File: src/rtl/asd_pkg.sv
// Package for the add/subtract/decimal-adjust datapath.
// Assumes a single processor clock domain; no software-visible registers.
package asd_pkg;

  localparam int ASD_BYTE_W = 8;
  localparam int ASD_WORD_W = 16;
  localparam int ASD_NIB_W = 4;
  localparam int ASD_LATENCY = 1;

  // Positions of the flags in the packed flag word
  localparam int ASD_FLAG_W = 6;
  localparam int ASD_FL_CARRY = 0;
  localparam int ASD_FL_PARITY = 1;
  localparam int ASD_FL_HALF = 2;
  localparam int ASD_FL_ZERO = 3;
  localparam int ASD_FL_SIGN = 4;
  localparam int ASD_FL_OVF = 5;
  localparam logic [5:0] ASD_FLAGS_RST = 6'h00;

  localparam logic [3:0] ASD_NIB_MAX = 4'h9;
  localparam logic [7:0] ASD_PACK_HI_MAX = 8'h99;
  localparam logic [7:0] ASD_LO_FIX = 8'h06;
  localparam logic [7:0] ASD_HI_FIX = 8'h60;
  localparam logic [15:0] ASD_RES_RST = 16'h0000;

  typedef enum logic [3:0] {
    ASD_OP_ADD = 4'h0,
    ASD_OP_ADC = 4'h1,
    ASD_OP_INC = 4'h2,
    ASD_OP_UNPACKED_SUM_ADJUST = 4'h3,
    ASD_OP_PACKED_SUM_ADJUST = 4'h4,
    ASD_OP_SUB = 4'h5,
    ASD_OP_DIFFERENCE_WITH_BORROW_IN = 4'h6,
    ASD_OP_MINUS_ONE = 4'h7,
    ASD_OP_TWOS_COMPLEMENT = 4'h8,
    ASD_OP_COMPARE = 4'h9
  } asd_op_t;

endpackage : asd_pkg

File: src/rtl/asd_adder.sv
// Width-generic add/subtract core with carry, half-carry and overflow.
// Purely combinational; the caller registers everything.
`timescale 1ns/1ps
module asd_adder #(
  parameter int W = 16
) (
  input wire logic [W-1:0] a_i,
  input wire logic [W-1:0] b_i,
  input wire logic cin_i,
  input wire logic sub_i,
  output logic [W-1:0] sum_o,
  output logic carry_o,
  output logic half_o,
  output logic ovf_o
);
  logic [W-1:0] b_eff;
  logic [W:0] full;
  logic [4:0] nib;

  // Subtraction adds the inverted operand; the borrow is the inverted carry
  assign b_eff = sub_i ? ~b_i : b_i;
  assign full = {1'b0, a_i} + {1'b0, b_eff} + {{W{1'b0}}, (cin_i ^ sub_i)};
  assign nib = {1'b0, a_i[3:0]} + {1'b0, b_eff[3:0]} + {4'h0, (cin_i ^ sub_i)};
  assign sum_o = full[W-1:0];
  assign carry_o = full[W] ^ sub_i;
  assign half_o = nib[4] ^ sub_i;
  assign ovf_o = (a_i[W-1] == b_eff[W-1]) && (sum_o[W-1] != a_i[W-1]);

endmodule : asd_adder

File: src/rtl/asd_flags.sv
// Sign, zero and parity evaluation for a byte or word result.
// Purely combinational.
`timescale 1ns/1ps
module asd_flags
  import asd_pkg::*;
(
  input wire logic [15:0] res_i,
  input wire logic word_i,
  output logic sign_o,
  output logic zero_o,
  output logic parity_o
);
  assign sign_o = word_i ? res_i[ASD_WORD_W-1] : res_i[ASD_BYTE_W-1];
  assign zero_o = word_i ? (res_i == 16'h0000) : (res_i[7:0] == 8'h00);
  // Parity always looks at the low byte, even for words
  assign parity_o = ~(^res_i[ASD_BYTE_W-1:0]);

endmodule : asd_flags

File: src/rtl/asd_alu.sv
// Add/subtract/decimal-adjust datapath with six status flags.
// Driven by the instruction sequencer; one-cycle latency from op_valid_i.
//
// Operation
// - Signed operands are two's complement, top bit of byte or word is sign.
// - Packed decimal byte holds two digits 0-9, upper nibble most significant.
// - Unpacked decimal digit comes from low nibble only; upper nibble ignored.
// - Carry set on carry out of, or borrow into, the top bit.
// - Half-carry set on carry out of, or borrow into, the low nibble.
// - Sign equals bit 7 for bytes, bit 15 for words.
// - Zero set when whole result is zero.
// - Parity set when low eight result bits hold even count of ones.
// - Overflow set when signed result leaves destination range.
// - Add writes sum and updates all six flags.
// - Add-with-carry adds carry in, writes result, updates all six flags.
// - Increment adds one, updates five flags, keeps carry.
// - Unpacked adjust fixes low byte, zeroes upper nibble, updates carry, half-carry.
// - Packed adjust fixes low byte to two digits; overflow left undefined.
// - Subtract writes destination minus source, updates all six flags.
// - Subtract-with-borrow also subtracts carry; updates all six flags.
// - Decrement subtracts one, updates five flags, keeps carry.
// - Negate forms zero minus value; most negative stays, sets overflow.
// - Negate updates all flags; carry set unless operand is zero.
// - Compare sets flags as subtract but writes nothing back.
`timescale 1ns/1ps
module asd_alu
  import asd_pkg::*;
(
  input wire logic clk_i,
  input wire logic rst_n_i,
  input wire logic op_valid_i,
  input wire asd_op_t op_i,
  input wire logic word_i,
  input wire logic [15:0] dst_i,
  input wire logic [15:0] src_i,
  input wire logic [7:0] accumulator_low_byte_i,
  output logic [15:0] result_o,
  output logic result_we_o,
  output logic done_o,
  output logic carry_bit_o,
  output logic half_carry_bit_o,
  output logic sign_bit_o,
  output logic zero_bit_o,
  output logic parity_bit_o,
  output logic overflow_bit_o
);

  // ****************************************************************
  // Operand selection
  // ****************************************************************
  logic [15:0] op_a;
  logic [15:0] op_b;
  logic op_cin;
  logic op_sub;

  always_comb begin
    op_a = dst_i;
    op_b = src_i;
    op_cin = 1'b0;
    op_sub = 1'b0;
    unique case (op_i)
      ASD_OP_ADD: begin
      end
      ASD_OP_ADC: begin
        op_cin = carry_bit_o;
      end
      ASD_OP_INC: begin
        op_b = 16'h0001;
      end
      ASD_OP_SUB, ASD_OP_COMPARE: begin
        op_sub = 1'b1;
      end
      ASD_OP_DIFFERENCE_WITH_BORROW_IN: begin
        op_sub = 1'b1;
        op_cin = carry_bit_o;
      end
      ASD_OP_MINUS_ONE: begin
        op_sub = 1'b1;
        op_b = 16'h0001;
      end
      ASD_OP_TWOS_COMPLEMENT: begin
        op_a = 16'h0000;
        op_b = dst_i;
        op_sub = 1'b1;
      end
      default: begin
      end
    endcase
  end

  // ****************************************************************
  // Arithmetic core
  // ****************************************************************
  logic [15:0] sum_w;
  logic [15:0] sum_b;
  logic c_w;
  logic h_w;
  logic v_w;
  logic c_b;
  logic h_b;
  logic v_b;

  asd_adder #(.W(ASD_WORD_W)) u_word (
    .a_i(op_a),
    .b_i(op_b),
    .cin_i(op_cin),
    .sub_i(op_sub),
    .sum_o(sum_w),
    .carry_o(c_w),
    .half_o(h_w),
    .ovf_o(v_w)
  );

  // Byte lane: low byte of the operands on a second adder keeps nibble carry exact
  asd_adder #(.W(ASD_WORD_W)) u_byte (
    .a_i({8'h00, op_a[7:0]}),
    .b_i({8'h00, op_b[7:0]}),
    .cin_i(op_cin),
    .sub_i(op_sub),
    .sum_o(sum_b),
    .carry_o(),
    .half_o(h_b),
    .ovf_o()
  );

  // Carry and overflow of a byte taken from its own 9-bit sum,
  // so that a carry-in or borrow-in reaches the byte's top bit exactly
  logic [8:0] byte_full;
  logic [7:0] bb;
  assign bb = op_sub ? ~op_b[7:0] : op_b[7:0];
  assign byte_full = {1'b0, op_a[7:0]} + {1'b0, bb} + {8'h00, (op_cin ^ op_sub)};
  assign c_b = byte_full[8] ^ op_sub;
  assign v_b = (op_a[7] == bb[7]) && (byte_full[7] != op_a[7]);

  logic [15:0] bin_res;
  logic bin_c;
  logic bin_h;
  logic bin_v;
  assign bin_res = word_i ? sum_w : {8'h00, sum_b[7:0]};
  assign bin_c = word_i ? c_w : c_b;
  assign bin_h = word_i ? h_w : h_b;
  assign bin_v = word_i ? v_w : v_b;

  // ****************************************************************
  // Decimal adjust on the low accumulator byte
  // ****************************************************************
  logic [7:0] acc;
  logic lo_fix;
  logic [7:0] unp_res;
  logic [7:0] pk_lo;
  logic pk_hi_fix;
  logic [7:0] pk_res;

  assign acc = accumulator_low_byte_i;
  // Only the low nibble carries the unpacked digit
  assign lo_fix = (acc[3:0] > ASD_NIB_MAX) || half_carry_bit_o;
  assign unp_res = {4'h0, 4'(acc[3:0] + (lo_fix ? 4'h6 : 4'h0))};
  assign pk_lo = lo_fix ? 8'(acc + ASD_LO_FIX) : acc;
  assign pk_hi_fix = (acc > ASD_PACK_HI_MAX) || carry_bit_o;
  assign pk_res = pk_hi_fix ? 8'(pk_lo + ASD_HI_FIX) : pk_lo;

  // ****************************************************************
  // Result and flag selection
  // ****************************************************************
  logic [15:0] next_result;
  logic next_we;
  logic next_word;
  logic next_c;
  logic next_h;
  logic next_v;
  logic upd_c;
  logic upd_szp;
  logic upd_v;
  logic negate_min;

  assign negate_min = word_i ? (dst_i == 16'h8000) : (dst_i[7:0] == 8'h80);

  always_comb begin
    next_result = bin_res;
    next_we = 1'b1;
    next_word = word_i;
    next_c = bin_c;
    next_h = bin_h;
    next_v = bin_v;
    upd_c = 1'b1;
    upd_szp = 1'b1;
    upd_v = 1'b1;
    unique case (op_i)
      ASD_OP_INC, ASD_OP_MINUS_ONE: begin
        upd_c = 1'b0;
      end
      ASD_OP_COMPARE: begin
        next_we = 1'b0;
      end
      ASD_OP_TWOS_COMPLEMENT: begin
        next_c = word_i ? (dst_i != 16'h0000) : (dst_i[7:0] != 8'h00);
        next_v = negate_min;
      end
      ASD_OP_UNPACKED_SUM_ADJUST: begin
        next_result = {8'h00, unp_res};
        next_word = 1'b0;
        next_c = lo_fix;
        next_h = lo_fix;
        upd_szp = 1'b0;
        upd_v = 1'b0;
      end
      ASD_OP_PACKED_SUM_ADJUST: begin
        next_result = {8'h00, pk_res};
        next_word = 1'b0;
        next_c = pk_hi_fix;
        next_h = lo_fix;
        upd_v = 1'b0;
      end
      default: begin
      end
    endcase
  end

  logic s_n;
  logic z_n;
  logic p_n;
  asd_flags u_flags (
    .res_i(next_result),
    .word_i(next_word),
    .sign_o(s_n),
    .zero_o(z_n),
    .parity_o(p_n)
  );

  // ****************************************************************
  // Registers
  // ****************************************************************
  always_ff @(posedge clk_i or negedge rst_n_i) begin
    if (!rst_n_i) begin
      result_o <= ASD_RES_RST;
      result_we_o <= 1'b0;
      done_o <= 1'b0;
    end else begin
      done_o <= op_valid_i;
      result_we_o <= op_valid_i && next_we;
      if (op_valid_i && next_we) begin
        result_o <= next_result;
      end
    end
  end

  always_ff @(posedge clk_i or negedge rst_n_i) begin
    if (!rst_n_i) begin
      carry_bit_o <= 1'b0;
      half_carry_bit_o <= 1'b0;
      sign_bit_o <= 1'b0;
      zero_bit_o <= 1'b0;
      parity_bit_o <= 1'b0;
      overflow_bit_o <= 1'b0;
    end else if (op_valid_i) begin
      // Adjusts leave some flags undefined; those hold, so runs repeat exactly
      half_carry_bit_o <= next_h;
      if (upd_c) begin
        carry_bit_o <= next_c;
      end
      if (upd_szp) begin
        sign_bit_o <= s_n;
        zero_bit_o <= z_n;
        parity_bit_o <= p_n;
      end
      if (upd_v) begin
        overflow_bit_o <= next_v;
      end
    end
  end
endmodule : asd_alu

File: config.mk
export PLATFORM = sky130hd
export DESIGN_NAME = asd_alu
export DESIGN_NICKNAME = d
export VERILOG_FILES = /design/src/rtl/asd_pkg.sv /design/src/rtl/asd_adder.sv /design/src/rtl/asd_flags.sv /design/src/rtl/asd_alu.sv
export SDC_FILE = /design/constraint.sdc
export NUM_CORES = 1
export LEC_CHECK = 0
export BUFFER_PORTS_ARGS = -buffer_cell sky130_fd_sc_hd__buf_2
export CAP_MARGIN = 20
export CORE_ASPECT_RATIO = 1.5
export CORE_MARGIN = 2
export CORE_UTILIZATION = 50
export CTS_CLUSTER_DIAMETER = 50
export DETAILED_ROUTE_END_ITERATION = 8
export HOLD_SLACK_MARGIN = 0.06
export PLACE_DENSITY = 0.84
export SYNTH_ARGS = -nofsm -noshare
export SYNTH_HDL_FRONTEND = slang
export SYNTH_SLANG_ARGS = --single-unit
File: constraint.sdc
create_clock -name clk_i -period 5.4 [get_ports clk_i]
set_input_delay 0.54 -clock clk_i [delete_from_list [all_inputs] [get_ports clk_i]]
set_output_delay 0.54 -clock clk_i [all_outputs]
set_load 0.005 [all_outputs]
Word-level counts from Yosys, hierarchy flattened --
Cells that the tools add are included.
Word-level totals: memory bits (writable) 0, memory bits (read-only) 0, input bits 48, bits in latches 0, register bits 24, memories 0, output and inout bits 24, word-level logic and storage cells 92
Cells by class: mux-type cells 24, divide/modulo/power cells 0, bitwise logic cells 12, magnitude comparators 2, multiply operators 0, eq/ne operators 15, shifts and indexed selects 0, reduce and logical (&&, ||, !) cells 17, add/subtract/negate cells 13
Operators with widths (number):
- $pmux W16 S2 | 2
- $mux W16 | 3
- $mux W8 | 4
- $add A16 B16 Y17 | 1
- $add A17 B1 Y17 | 1
- $eq A16 B16 Y1 const B | 1
- $eq A4 B3 Y1 const B | 4
- $logic_not A16 Y1 | 1
- $not A16 Y16 | 1
- $not A8 Y8 | 2
- $reduce_bool A16 Y1 | 1
- $mux W1 | 13
- $add A4 B4 Y5 | 2
- $add A5 B1 Y5 | 2
- $add A8 B8 Y9 | 1
- $add A9 B1 Y9 | 1
- $add A8 B1 Y8 | 1
- $add A8 B3 Y8 const B | 1
- $add A8 B7 Y8 const B | 1
- $add A8 B8 Y8 | 1
- $eq A4 B2 Y1 const B | 2
- $eq A4 B4 Y1 const B | 2
- $eq A8 B8 Y1 const B | 1
- $gt A8 B8 Y1 const B | 1
- 17 further kinds | 33

Logic depth before layout (Yosys ltp) --
Gate-level depths: netlist of the first run.
word-level depth 11, depth in mapped cells 20, depth with buffers taken out 18

Hierarchy --
From an unflattened synthesis of the first run, not the netlist that was laid out.
Second synthesis, totals: cells, all modules 558, area, all modules 4540.6 µm²
By module, submodules not included:
- asd_alu | seq. area each 600.6 µm², times used 1, cells an instance 270, area each 2354.8 µm²
- asd_adder at u_byte | seq. area each 0.0 µm², times used 1, cells an instance 138, area each 1042.2 µm²
- asd_adder at u_word | seq. area each 0.0 µm², times used 1, cells an instance 128, area each 991.0 µm²
- asd_flags | seq. area each 0.0 µm², times used 1, cells an instance 22, area each 152.6 µm²

Least setup slack after synthesis of the first run --
Ideal clock, no wire load.
path kind input-to-reg, start point in op_i[3], end point reg zero_bit_o, slack 1.370 ns, buffers on the path 3, setup time 0.104 ns, data arrival time 3.926 ns, required time 5.296 ns, cell stages on the path 16, path through clkbuf_1 -> nor2b_1 -> clkbuf_1 -> nand3_1 -> clkbuf_1 -> and2_1 -> fa_1 -> inv_1 -> fa_1 -> nor2b_1 -> o31a_1 -> o41a_1 -> a31oi_1 -> xor2_1 -> nor2_1 -> o41ai_2
On the way: longest elaborated chain between the ends 11, elaborated cells between the ends (all ways) 34, classes of those cells add/sub: 4; eq/ne: 9; mux: 10; bitwise: 4; reduce/logical: 7
RTL lines:
- start, declared | RTL line asd_alu.sv:32 | input wire asd_op_t op_i,
- $eq A4 B2 Y1 / $eq A4 B3 Y1 (equally long branches) | RTL line asd_alu.sv:61 | unique case (op_i)
- $reduce_or A2 Y1 (no source line)
- $pmux W16 S2 | RTL line asd_alu.sv:61
- $not A16 Y16 / $not A8 Y8 (equally long branches) | RTL line asd_adder.sv:21 | assign b_eff = sub_i ? ~b_i : b_i;
- $mux W16 / $mux W8 (equally long branches) | RTL line asd_adder.sv:21
- $add A16 B16 Y17 / $add A8 B8 Y8 (equally long branches) | RTL line asd_adder.sv:22 | assign full = {1'b0, a_i} + {1'b0, b_eff} + {{W{1'b0}}, (cin_i ^ sub_i)};
- $add A17 B1 Y17 / $add A8 B1 Y8 (equally long branches) | RTL line asd_adder.sv:22
- $mux W16 | RTL line asd_alu.sv:139 | assign bin_res = word_i ? sum_w : {8'h00, sum_b[7:0]};
- $pmux W16 S2 | RTL line asd_alu.sv:188 | unique case (op_i)
- $logic_not A16 Y1 / $logic_not A8 Y1 (equally long branches) | RTL line asd_flags.sv:14 | assign zero_o = word_i ? (res_i == 16'h0000) : (res_i[7:0] == 8'h00);
- $mux W1 | RTL line asd_flags.sv:14
- end signal, assigned | RTL line asd_alu.sv:263 | zero_bit_o <= z_n;
- end, declared | RTL line asd_alu.sv:43 | output logic zero_bit_o,
Several ways; a longest one is shown, not always the timed one. A chain may end at the register's enable or synchronous reset.

Worst setup path after layout of the first run --
Same ends and word-level chain as after synthesis.

==> results of run 1 <==
power groups by stage:
stage | clock, mW | combinational [mW] | sequential (mW)
after global routing | 0.163 | 0.574 | 0.245
final | 0.157 | 0.519 | 0.240
after detailed placement | 0 | 0.509 | 0.244
after CTS | 0.160 | 0.515 | 0.241
after global placement | 0 | 0.490 | 0.242
after floorplan | 0 | 0.356 | 0.247
worst max path at each step:
stage	to	start	slack, ns	cells after the start
2_1_floorplan	zero_bit_o	op_i[3]	1.37	16
3_3_place_gp	zero_bit_o	op_i[3]	1.23	18
3_5_place_dp	zero_bit_o	op_i[3]	1.02	18
4_1_cts	zero_bit_o	op_i[3]	1.28	18
5_1_grt	zero_bit_o	op_i[3]	0.96	18
6_report	zero_bit_o	op_i[3]	1.25	18
placed cells by master (no fill, tap or decap), drive strengths merged, types with 4 or more instances in the layout:
master  instances
buf            78
a21oi          47
nand2          46
nor2           43
o21ai          42
dfrtp          24
ha             22
and2           18
mux2i          17
o22ai          17
nand3          16
xnor2          15
inv            15
nor3            9
xor2            9
nand2b          6
o31ai           6
a21o            5
o211ai          5
a31oi           5
o21a            4
a22oi           4
o41ai           4
worst max-delay path: stages:
cell	delay, ns
sky130_fd_sc_hd__buf_2	0.22
sky130_fd_sc_hd__buf_4	0.34
sky130_fd_sc_hd__nor2_1	0.15
sky130_fd_sc_hd__buf_4	0.20
sky130_fd_sc_hd__mux2_2	0.27
sky130_fd_sc_hd__nand2_1	0.07
sky130_fd_sc_hd__o221a_2	0.18
sky130_fd_sc_hd__ha_1	0.26
sky130_fd_sc_hd__a211oi_2	0.24
sky130_fd_sc_hd__nor2_1	0.12
sky130_fd_sc_hd__o41ai_1	0.45
sky130_fd_sc_hd__nand2b_1	0.11
sky130_fd_sc_hd__a32oi_1	0.32
sky130_fd_sc_hd__ha_1	0.23
sky130_fd_sc_hd__nand4_1	0.14
sky130_fd_sc_hd__nor2_1	0.12
sky130_fd_sc_hd__o211ai_1	0.11
sky130_fd_sc_hd__o41ai_2	0.22
kinds of logic (layout without fill, tap and decap cells):
kind of cell / after synthesis / count (layout)
compound gates: 161 / 161
xor+xnor: 24 / 24
fa+ha+maj: 25 / 25
buf+inv: 42 / 97
flops: 24 / 24
mux: 19 / 19
simple gates: 150 / 150
layout make-up:
| type | instances | area share, % |
|---|---|---|
| inverters | 15 | 1.53 |
| flip-flops and latches | 24 | 16.3 |
| clock inverters | 1 | 0.814 |
| clock buffers | 3 | 1.12 |
| well taps | 74 | 2.51 |
| repair buffers | 78 | 11.3 |
| multi-input cells | 379 | 66.5 |
metrics by stage:
step / setup slack (ns) / area [um^2] / util, %
global route: 0.957 / 3690 / 59.8
floorplan: 1.37 / 3210 / -
global placement: 1.23 / 3600 / 58.4
CTS: 1.28 / 3670 / 59.5
finish: 1.25 / 3690 / 59.8
detailed placement: 1.02 / 3600 / 58.4
state kept, by name, summed over array words and instances, names as in the netlist:
register          flops
result_o             16
carry_bit_o           1
done_o                1
parity_bit_o          1
zero_bit_o            1
sign_bit_o            1
half_carry_bit_o      1
result_we_o           1
overflow_bit_o        1
per-layer routing:
metal / part of all wire, % / GRT usage, % / up-vias
met5: 0 / 0 / -
met4: 2.7 / 8.75 / 0
met3: 5.1 / 1.97 / 22
met2: 51 / 43.7 / 139
met1: 41 / 26.3 / 1637
li1: - / - / 1732
==> run summary, run 1 <==
The number of register bits inferred by synthesis came out at 24. The count of final hold-check violations came out at 0. VDD sags by at most 137 uV. The TritonCTS buffer count is 3. The average via count per standard cell is roughly 6. The die extent in y came out at 102 um. The analysis attributes to cell leakage a power of between 1.5 and 2 nW. The fraction of the mapped netlist area in adder cells came out at about a tenth. The worst-case register-to-register setup slack is 1.95 ns. In this run the count of I/O pins placed on the die edge is 72.

The number of post-CTS setup repair buffers is 0. The power per unit of standard cell area came out at ~250 nW/um^2. The worst setup path is of the input pin to register kind. 0 antenna diodes ended up in the layout. The synthesized netlist devotes between 30% and 40% of its cell area to compound gates. The filler cells instantiated in the layout total between 500 and 600. The final routed DRC violation total is 0.

The xor and xnor fraction of the mapped netlist area came out at 6.55%. The maximum number of pins on one net before global-route repair came out at 37. The number of vias in the routed layout came out at approximately 3500. The biggest area consumer among synthesized cells is sky130_fd_sc_hd__dfrtp_1. The overall power of the completed layout came out at 915 uW. The total of cells resized after clock tree synthesis came out at 0. The final RePlAce weighted congestion came out at between 0.9 and 1.

Setup repair after global routing left no endpoint under its margin. Per report_power, the combinational group accounts for about 57% of the total. Buffers placed on the I/O ports in this run total between 70 and 80. The number of sinks on the clock net is 24. The first global-routing pass estimated roughly 14000 um of wire. The number of enable flip-flop cells after synthesis is 0. Counting along the longest clock path gives a buffer depth of 2. The area of the die is around 7100 um^2. The endpoint identified for the worst register-to-register timing path is zero_bit_o. After synthesis, the share of cell area in mux cells is about 6.0%. Summed over all nets, the switching power comes to 367 uW.

Sequential cells were found to cover a little under a fifth of the synthesized design area. The path class of the tightest hold or removal check is input pin to asynchronous set/reset pin. Relative to the synthesized area, the layout overhead comes to 14.9%. CTS built an H-tree with a depth of 1. The clock reaches the later pin of the worst-skew pair after between 0.2 and 0.3 ns. The number of distinct library cells after synthesis is 55. The clock tree from TritonCTS is yes. Of all nets on the critical path, the largest fanout is 31. The count of standard-cell rows is 35.

The flow ran to the end, and the final reports show no timing, DRC or antenna violations. The footprint of the flip-flops and latches came out at about 600 um^2. After clock tree synthesis, the clock-pin slew on the worst setup and hold paths is roughly 0.09 ns. The core area came out at around 6000 um^2. The initial utilization of the core area, before any placement, comes to between 50% and 60%. The number of antenna violations at the first check in global routing came out at 0. The internal power of the cells totals 549 uW.

The post-route netlist has a little under a fifth of its cells at a drive strength greater than 1. In the synthesized netlist the async set-or-reset flop fraction comes to 100%. After synthesis, the largest family of logic cells by area is compound AO/OA/AOI/OAI gates. Before antenna repair, the detailed router went through 5 iterations.

For the worst setup path, the data required time is around 5.6 ns. Max-cap violations in this run came to 0. The worst hold slack is ~0.24 ns. The transition at the pin with the smallest max-transition slack is slightly above 0.9 ns.

In the post-synthesis netlist, the biggest area contributors are sky130_fd_sc_hd__dfrtp_1 19%, sky130_fd_sc_hd__ha_1 8.6%, sky130_fd_sc_hd__a21oi_1 7.3%, sky130_fd_sc_hd__o21ai_0 6.2%, sky130_fd_sc_hd__nand2_1 5.4%. The synthesized instance count came out at between 400 and 500. In this run switching power makes up about two fifths of total power. The number of warning messages in the yosys log is 0. The share of the synthesized area in the top cell type came out at between 10% and 20%. In this run, the clock network consumes between 10% and 20% of the power.

The maximum clock rate is 241 MHz. The cell total after placement is around 570. The synthesized net count came out at ~520. The worst relative slew slack is 37.2%. The post-DP HPWL is about 6800 um.

The startpoint identified for the worst register-to-register timing path is carry_bit_o. STA classifies the critical path startpoint as an input pin. The final max-slew violation count came out at 0. The total routing resource utilization after global routing came out at ~23%. The final layout contains routed wiring with a total length of 8470 um. Measured in cells, the most critical reg-to-reg path has a length of 16.

The count of hold-fix buffers inserted at cts came out at 0. The worst setup path is captured at a register. The net count of the finished layout is between 500 and 600. The wire length per cell came out at around 15 um.

Sorting the synthesized cells by how often they occur yields 47 x sky130_fd_sc_hd__a21oi_1, 46 x sky130_fd_sc_hd__nand2_1, 43 x sky130_fd_sc_hd__nor2_1. The via count of the first global-routing pass is between 3000 and 4000. The violation count after the first detailed-route iteration is 176. The cell with the most instances after synthesis is sky130_fd_sc_hd__a21oi_1. The chip width is between 60 and 70 um. Among all flip-flop cells after synthesis, the most frequent one is sky130_fd_sc_hd__dfrtp_1. After global routing the overflow that remains totals 0.

The synthesized netlist occupies a cell area of between 3000 and 4000 um^2. The post-route minimum period is ~4.1 ns. Leaving out filler cells and counting taps, the final layout contains approximately 570. The number of nets with antenna violations after routing is 0.

The data arrival time of the worst path is 4.31 ns. The sequential share of power is about a quarter. The final-report setup violation count is 0. The total area of multi-input combinational cells is roughly 2500 um^2.

The aggregate negative setup slack came out at 0 ns. The cell sitting at the root of the clock tree is a sky130_fd_sc_hd__clkbuf_8. The worst clock skew is 0.00642 ns. The post-route fraction of the period consumed by the critical path came out at 76.8%.

The share of synthesized cell area in and, or, nand and nor gates came out at between 20% and 30%. The average cell area after synthesis came out at 7.21 um^2.
(Power assumes the default switching activity.)
==> run 2: changes to the inputs <==
- clock period: 5.4 -> 4 ns (I/O delays scaled with it)
==> run 2 against run 1 <==
Count of clock-buffer cells in the layout unchanged. Critical path depth is the same. Worst hold slack got worse by 0.14 ns. Cell count rose by 1.0%. Routed wire length grew 1.0%. Non-clock buffer count up 6. Critical endpoint is now parity_bit_o. Sequential power grew 35%. Total power up 36%. Largest cell class unchanged. Sequential share of layout area down 0.25 points. Critical path type unchanged.
==> run summary, run 2 (synthesis gave the netlist of run 1 again) <==
The average via count per standard cell came out at 5.99 (was 6.15). The number of iterations in the first detailed-routing pass is 4 (was 5). The count of buffers from port buffering came out at 71 (unchanged). The final-report setup violation count is 0 (unchanged). The number of nets with antenna violations after routing is 0 (unchanged). The capturing element type of the critical path is a register (unchanged). The I/O pin count is 72 (unchanged). The switching share of power is 39.6% (was 40.1%). The data required time at the worst endpoint came out at 4.14 ns (was 5.56 ns).

The maximum fanout along the worst path is 10 (was 31). The overall power of the completed layout came to 1.24 mW (was 915 uW). The chip width came out at 69.4 um (unchanged). The violation count after the first detailed-route iteration is 236 (was 176). The final max-slew violation count was 0 (unchanged).

The cell internal power dissipation is 750 uW (was 549 uW). The stage delay of the slowest cell on the critical path came to 0.40 ns (was 0.45 ns). The maximum clock rate is 279 MHz. The worst clock skew came out at 0.00541 ns (was 0.00642 ns). The combined buffer and inverter count along the critical path is 2 (was 3). The post-route fraction of the period consumed by the critical path came out at a little under 90%. The number of vias in the routed layout is 3477 (was 3530).

The cell at the root of the clock tree was sky130_fd_sc_hd__clkbuf_8 (unchanged). The path category of the worst min-delay check is input pin to asynchronous set/reset pin (unchanged). The reported max-cap violation count came out at 0 (unchanged). The count of standard-cell rows is 35 (unchanged). The combinational share of power is 56.9% (was 56.7%). The number of antenna violations at the first check in global routing was 0 (unchanged). The starting density of the core is 52.0% (unchanged). The cell with the largest stage delay on the worst path is sky130_fd_sc_hd__fa_1 (was sky130_fd_sc_hd__o41ai_1).

The wire length of the first global-routing pass came to 14600 um (was 13600 um). Run status: completed (unchanged). The post-layout instance area was 3750 um^2 (was 3690 um^2). The final RePlAce weighted congestion came out at 0.867 (was 0.964).

The startpoint kind of the worst setup timing path is an input pin (unchanged). The sequential share of power came to 26.1% (was 26.2%). CP Cell Sequence: buf_2 -> nor2b_1 -> nor2_1 -> o21ai_0 -> o21ai_0 -> o21ai_0 -> fa_1 -> inv_1 -> fa_1 -> nor2b_1 -> o21ai_0 -> nand2b_1 -> xor2_1 -> a22oi_1 -> ha_1 -> xor2_1 -> xnor2_1 -> o21ai_0 (was buf_2 -> buf_4 -> nor2_1 -> buf_4 -> mux2_2 -> nand2_1 -> o221a_2 -> ha_1 -> a211oi_2 -> nor2_1 -> o41ai_1 -> nand2b_1 -> a32oi_1 -> ha_1 -> nand4_1 -> nor2_1 -> o211ai_1 -> o41ai_2). The critical path class was input pin to register (unchanged). The area of the die is 7090 um^2 (unchanged). The share of post-route cells with drive strength above 1 came out at 19.2% (was 18.2%). The power per unit of standard cell area came out at 331 nW/um^2 (was 248 nW/um^2).

The final routed DRC violation total is 0 (unchanged). The latest clock arrival within the worst-skew pair is 0.27 ns (about the same). The placed standard-cell area came out at 3660 um^2 (was 3600 um^2). The data arrival time of the worst path came out at 3.72 ns (was 4.31 ns). The clock tree from TritonCTS is yes (unchanged).

The wire length per cell came out at 14.7 um (about the same). The number of nets at the end of the flow came out at 580 (was 574). The total leakage power came out at 1.74 nW (was 1.71 nW).

The maximum number of pins on one net before global-route repair came out at 34 (was 37). The cell occurring most often along the worst timing path is sky130_fd_sc_hd__o21ai_0 (was sky130_fd_sc_hd__nor2_1). The aggregate negative setup slack is 0 ns (unchanged). The post-DP HPWL came out at 6930 um (was 6800 um).

The number of post-CTS setup repair buffers is 0 (unchanged). The via count of the first global-routing pass came out at 3271 (was 3179). The total number of H-tree levels is 1 (unchanged). The number of flip-flops under the largest register name is 16 (unchanged). The post-route minimum period is around 3.6 ns.

The total routing resource utilization after global routing was 24.5% (was 22.8%). The most flop-heavy register was result_o (unchanged). The die extent in y came out at 102 um (unchanged). The most frequent standard cell in the layout excluding fill and tap cells was sky130_fd_sc_hd__buf_2 (unchanged).

The TritonCTS buffer count is 3 (unchanged). The synthesis-to-finish area growth came out at 16.7% (was 14.9%). The total inserted antenna cells is 0 (unchanged). The total of cells resized after clock tree synthesis was 0 (unchanged).

The worst voltage drop across the vdd grid came out at 167 uV (was 137 uV). The count of hold-fix buffers inserted at cts is 0 (unchanged). The clock edge transition at the registers on the reported setup and hold paths came out at 0.09 ns (about the same). The switching power summed over all nets came to 491 uW (was 367 uW). The worst hold slack came out at 0.0966 ns (was 0.238 ns). The worst relative slew slack came out at 42.1% (was 37.2%). The number of sinks on the clock net is 24 (unchanged). RSZ-0062 raised after global routing: false (unchanged). The aggregate routed wire length came out at 8550 um (was 8470 um). The clock power share is 17.0% (was 17.1%). The transition at the pin with the smallest max-transition slack came out at 0.861 ns (was 0.934 ns). The buffer levels on the longest clock path came to 2 (unchanged). The kind of cell with the highest combined delay on the critical path is adder cells (was compound AO/OA/AOI/OAI gates). The count of final hold-check violations was 0 (unchanged). The core area is 6170 um^2 (unchanged). Leading cell types in the layout, fill and taps excluded: 71 x sky130_fd_sc_hd__buf_2, 47 x sky130_fd_sc_hd__a21oi_1, 46 x sky130_fd_sc_hd__nand2_1 (unchanged).

The overall overflow remaining after global route is 0 (unchanged).
==> run 2: changes by cell type in the layout (fill, tap and decap cells not counted), sizes merged <==
cell  change
buf       +6
==> run 2: layer usage <==
layer | global-route usage (%) | wire (um) | up-vias
met4 | 11.0 | 278 | 0
met2 | 45.4 | 4440 | 106
li1 | - | - | 1746
met1 | 29.2 | 3490 | 1600
met5 | 0 | 0 | -
met3 | 1.58 | 342 | 25
==> run 2: final timing paths <==
kind                        startpoint        endpoint  slack (ns)  cells past startpoint
setup reg to reg           carry_bit_o    parity_bit_o        0.65                     15
min in group clk_i          op_valid_i          done_o        0.34                      1
hold reg to reg            result_o[6]     result_o[6]        0.48                      2
hold / removal                 rst_n_i     result_o[5]         0.1                      1
setup / recovery               op_i[2]    parity_bit_o        0.42                     18
max in group asynchronous      rst_n_i  overflow_bit_o        3.55                      1
==> run 2: final cells by class <==
type                       count  area [um^2]
multi-input combinational    379         2450
fill                         594         2430
sequential                    24          601
timing repair buffer          84          473
tap                           74         92.6
inverter                      15         56.3
clock buffer                   3         41.3
clock inverter                 1         30.0
==> run 2: through the flow <==
step                util [%]  setup WS (ns)  std cells
finish                  60.7          0.419        580
floorplan                  -          0.110        445
detailed placement      59.3          0.200        575
global placement        59.3          0.362        575
global route            60.7          0.149        580
CTS                     60.4          0.459        579
==> run 2: power groups by stage <==
| stage | Combinational (mW) | Sequential (mW) | Clock [mW] |
|---|---|---|---|
| after floorplan | 0.480 | 0.334 | 0 |
| after global placement | 0.676 | 0.327 | 0 |
| after detailed placement | 0.698 | 0.331 | 0 |
| after CTS | 0.703 | 0.326 | 0.218 |
| after global routing | 0.790 | 0.333 | 0.225 |
| final | 0.706 | 0.324 | 0.211 |
==> run 3: changes to the inputs <==
- CORE_UTILIZATION: 50 -> 55
- PLACE_DENSITY: 0.84 -> 0.9
==> run 3 against run 2 <==
Largest power group unchanged. Non-clock buffer count unchanged. Total power rose by 0.65%. Critical path type unchanged. Cell area about the same. Maximum frequency shrank 2.4%. First-iteration DRC count fell by 14%. Highest routed layer unchanged. Register-to-register slack got worse by 0.02 ns. Worst setup slack worse by 0.089 ns. Critical path depth increased by 1. Core utilization grew 5.0 points. Sequential power barely moved.
==> run summary, run 3 (synthesis gave the netlist of run 1 again) <==
The synthesis-to-finish area growth is 16.6% (was 16.7%). The total number of cells along the worst setup path came out at 19 (was 18). The die extent in y came out at 97.6 um (was 102 um). The count of hold-fix buffers inserted at cts came out at 0 (unchanged).

The latest clock arrival within the worst-skew pair is 0.27 ns (about the same). The post-DP HPWL is 6760 um (was 6930 um). The number of iterations in the first detailed-routing pass is 6 (was 4).

The starting density of the core is 56.3% (was 52.0%). The post-layout instance area came to 3740 um^2 (was 3750 um^2). The worst hold slack was 0.0923 ns (was 0.0966 ns). The count of final hold-check violations came out at 0 (unchanged). The wire length per cell came out at 14.5 um (was 14.7 um). The worst clock skew is 0.00422 ns (was 0.00541 ns). The final routed DRC violation total is 0 (unchanged).

The post-route non-filler standard cell count was 578 (was 580). The via count of the first global-routing pass came to 3360 (was 3271). The overall power of the completed layout is 1.25 mW (was 1.24 mW). The most flop-heavy register is result_o (unchanged). The number of nets with antenna violations after routing was 0 (unchanged). The start point of the critical path is op_i[2] (unchanged).

The total number of H-tree levels is 1 (unchanged). The stage delay of the slowest cell on the critical path is 0.33 ns (was 0.40 ns). The count of standard-cell rows came to 34 (was 35).

The average via count per standard cell was 6.09 (was 5.99). The depth of the most critical reg-to-reg path is 15 (unchanged). The chip width is 66.4 um (was 69.4 um). The number of post-CTS setup repair buffers came to 0 (unchanged). The total of cells resized after clock tree synthesis came out at 0 (unchanged).

The final RePlAce weighted congestion is 0.987 (was 0.867). The final-report setup violation count was 0 (unchanged). The count of buffers from port buffering came out at 71 (unchanged).

The data required time at the worst endpoint is 4.17 ns (was 4.14 ns). The core area came out at 5700 um^2 (was 6170 um^2). The cell total after placement is 572 (was 575). The share of post-route cells with drive strength above 1 is 19.2% (unchanged). The transition at the pin with the smallest max-transition slack is 0.902 ns (was 0.861 ns).

The number of sinks on the clock net came out at 24 (unchanged). The final max-slew violation count was 0 (unchanged). The I/O pin count came to 72 (unchanged). The critical path class is input pin to register (unchanged). The startpoint kind of the worst setup timing path is an input pin (unchanged). The clock edge transition at the registers on the reported setup and hold paths is 0.09 ns (about the same). The overall overflow remaining after global route came out at 0 (unchanged).

The total leakage power came out at 1.74 nW (about the same). The worst-case register-to-register setup slack is 0.63 ns (was 0.65 ns). The combined buffer and inverter count along the critical path is 3 (was 2). The post-route minimum period is 3.67 ns (was 3.58 ns). The endpoint of the worst-slack reg-to-reg timing path is zero_bit_o (was parity_bit_o). The placed standard-cell area was 3650 um^2 (was 3660 um^2). The cell occurring most often along the worst timing path was sky130_fd_sc_hd__nor2_1 (was sky130_fd_sc_hd__o21ai_0). The launch instance of the worst register-to-register path is carry_bit_o (unchanged). The buffer levels on the longest clock path is 2 (unchanged).

CP Cell Sequence: buf_2 -> nor2b_1 -> buf_12 -> a21oi_1 -> nor2_1 -> a31oi_1 -> o221a_2 -> ha_1 -> a211oi_2 -> nor2_1 -> o41ai_1 -> buf_4 -> nand2b_1 -> a32oi_1 -> ha_1 -> nand4_1 -> nor2_1 -> o211ai_1 -> o41ai_2 (was buf_2 -> nor2b_1 -> nor2_1 -> o21ai_0 -> o21ai_0 -> o21ai_0 -> fa_1 -> inv_1 -> fa_1 -> nor2b_1 -> o21ai_0 -> nand2b_1 -> xor2_1 -> a22oi_1 -> ha_1 -> xor2_1 -> xnor2_1 -> o21ai_0). The wire length of the first global-routing pass is 14400 um (was 14600 um). The total inserted antenna cells was 0 (unchanged). The post-route fraction of the period consumed by the critical path is 91.8% (was 89.5%).

The maximum number of pins on one net before global-route repair came to 34 (unchanged). The total of fill cells in the finished design came to 507 (was 594). The aggregate routed wire length is 8410 um (was 8550 um).

The capturing element type of the critical path is a register (unchanged). Run status: completed (unchanged). The data arrival time of the worst path is 3.84 ns (was 3.72 ns). The TritonCTS buffer count came out at 3 (unchanged).

The aggregate negative setup slack was 0 ns (unchanged). The cell with the largest stage delay on the worst path was sky130_fd_sc_hd__o41ai_1 (was sky130_fd_sc_hd__fa_1). Leading cell types in the layout, fill and taps excluded: 71 x sky130_fd_sc_hd__buf_2, 47 x sky130_fd_sc_hd__a21oi_1, 46 x sky130_fd_sc_hd__nand2_1 (unchanged). The violation count after the first detailed-route iteration was 203 (was 236). The area of the die is 6480 um^2 (was 7090 um^2). The reported max-cap violation count is 0 (unchanged). The power per unit of standard cell area came out at 334 nW/um^2 (was 331 nW/um^2). The cell at the root of the clock tree is sky130_fd_sc_hd__clkbuf_8 (unchanged). The maximum clock rate came to 272 MHz (was 279 MHz). RSZ-0062 raised after global routing: false (unchanged). The clock tree from TritonCTS was yes (unchanged). The number of nets at the end of the flow is 580 (unchanged). The most frequent standard cell in the layout excluding fill and tap cells is sky130_fd_sc_hd__buf_2 (unchanged). The path category of the worst min-delay check is input pin to asynchronous set/reset pin (unchanged). The worst relative slew slack came out at 39.4% (was 42.1%). The worst voltage drop across the vdd grid is 157 uV (was 167 uV). The number of flip-flops under the largest register name is 16 (unchanged). The number of vias in the routed layout is 3522 (was 3477). The maximum fanout along the worst path is 16 (was 10). The total routing resource utilization after global routing is 26.9% (was 24.5%). The number of antenna violations at the first check in global routing came to 0 (unchanged). The kind of cell with the highest combined delay on the critical path is compound AO/OA/AOI/OAI gates (was adder cells).
==> run 3: cell counts in the layout (fill, tap and decap cells not counted) <==
Identical to the previous run, type by type.
==> run 3: per-stage QoR <==
step,setup WS (ns),util (%)
2_1_floorplan,0.110,-
3_3_place_gp,0.224,64.0
3_5_place_dp,0.114,64.0
4_1_cts,0.397,65.3
5_1_grt,0.0409,65.7
6_report,0.329,65.7
==> run 3: power by group <==
group          leakage (nW)  total, mW  switching [mW]  internal, mW
registers             0.300      0.324          0.0278         0.296
logic                  1.40      0.711           0.390         0.321
clock network        0.0357      0.214          0.0798         0.134
total                  1.74       1.25           0.498         0.751
==> run 3: cell type report <==
class                   instances  area [um^2]  share of cell area (%)
flip-flops and latches         24          601                    16.0
clock inverters                 1         30.0                   0.802
inverters                      15         56.3                    1.50
repair buffers                 84          473                    12.6
clock buffers                   3         41.3                    1.10
multi-input cells             379         2450                    65.5
well taps                      72         90.1                    2.41
==> run 3: worst reg2reg max path: stages (launching register included) <==
cell,delay [ns]
sky130_fd_sc_hd__dfrtp_1,0.45
sky130_fd_sc_hd__a21oi_1,0.17
sky130_fd_sc_hd__o22a_1,0.14
sky130_fd_sc_hd__o21ai_0,0.09
sky130_fd_sc_hd__fa_1,0.44
sky130_fd_sc_hd__a211oi_2,0.21
sky130_fd_sc_hd__nor2_1,0.12
sky130_fd_sc_hd__o41ai_1,0.33
sky130_fd_sc_hd__buf_4,0.18
sky130_fd_sc_hd__nand2b_1,0.05
sky130_fd_sc_hd__a32oi_1,0.29
sky130_fd_sc_hd__ha_1,0.22
sky130_fd_sc_hd__nand4_1,0.13
sky130_fd_sc_hd__nor2_1,0.12
sky130_fd_sc_hd__o211ai_1,0.12
sky130_fd_sc_hd__o41ai_2,0.21
==> run 3: worst max-delay path by stage <==
stage	slack, ns	endpoint
global route	0.04	zero_bit_o
detailed placement	0.11	parity_bit_o
finish	0.33	zero_bit_o
global placement	0.22	zero_bit_o
CTS	0.40	zero_bit_o
floorplan	0.11	zero_bit_o
==> run 3: metal layers <==
layer	routed length (um)	up-vias	global-route usage [%]
li1	-	1745	-
met1	3400	1628	32.6
met2	4320	121	47.8
met3	405	28	1.62
met4	285	0	10.5
met5	0	-	0
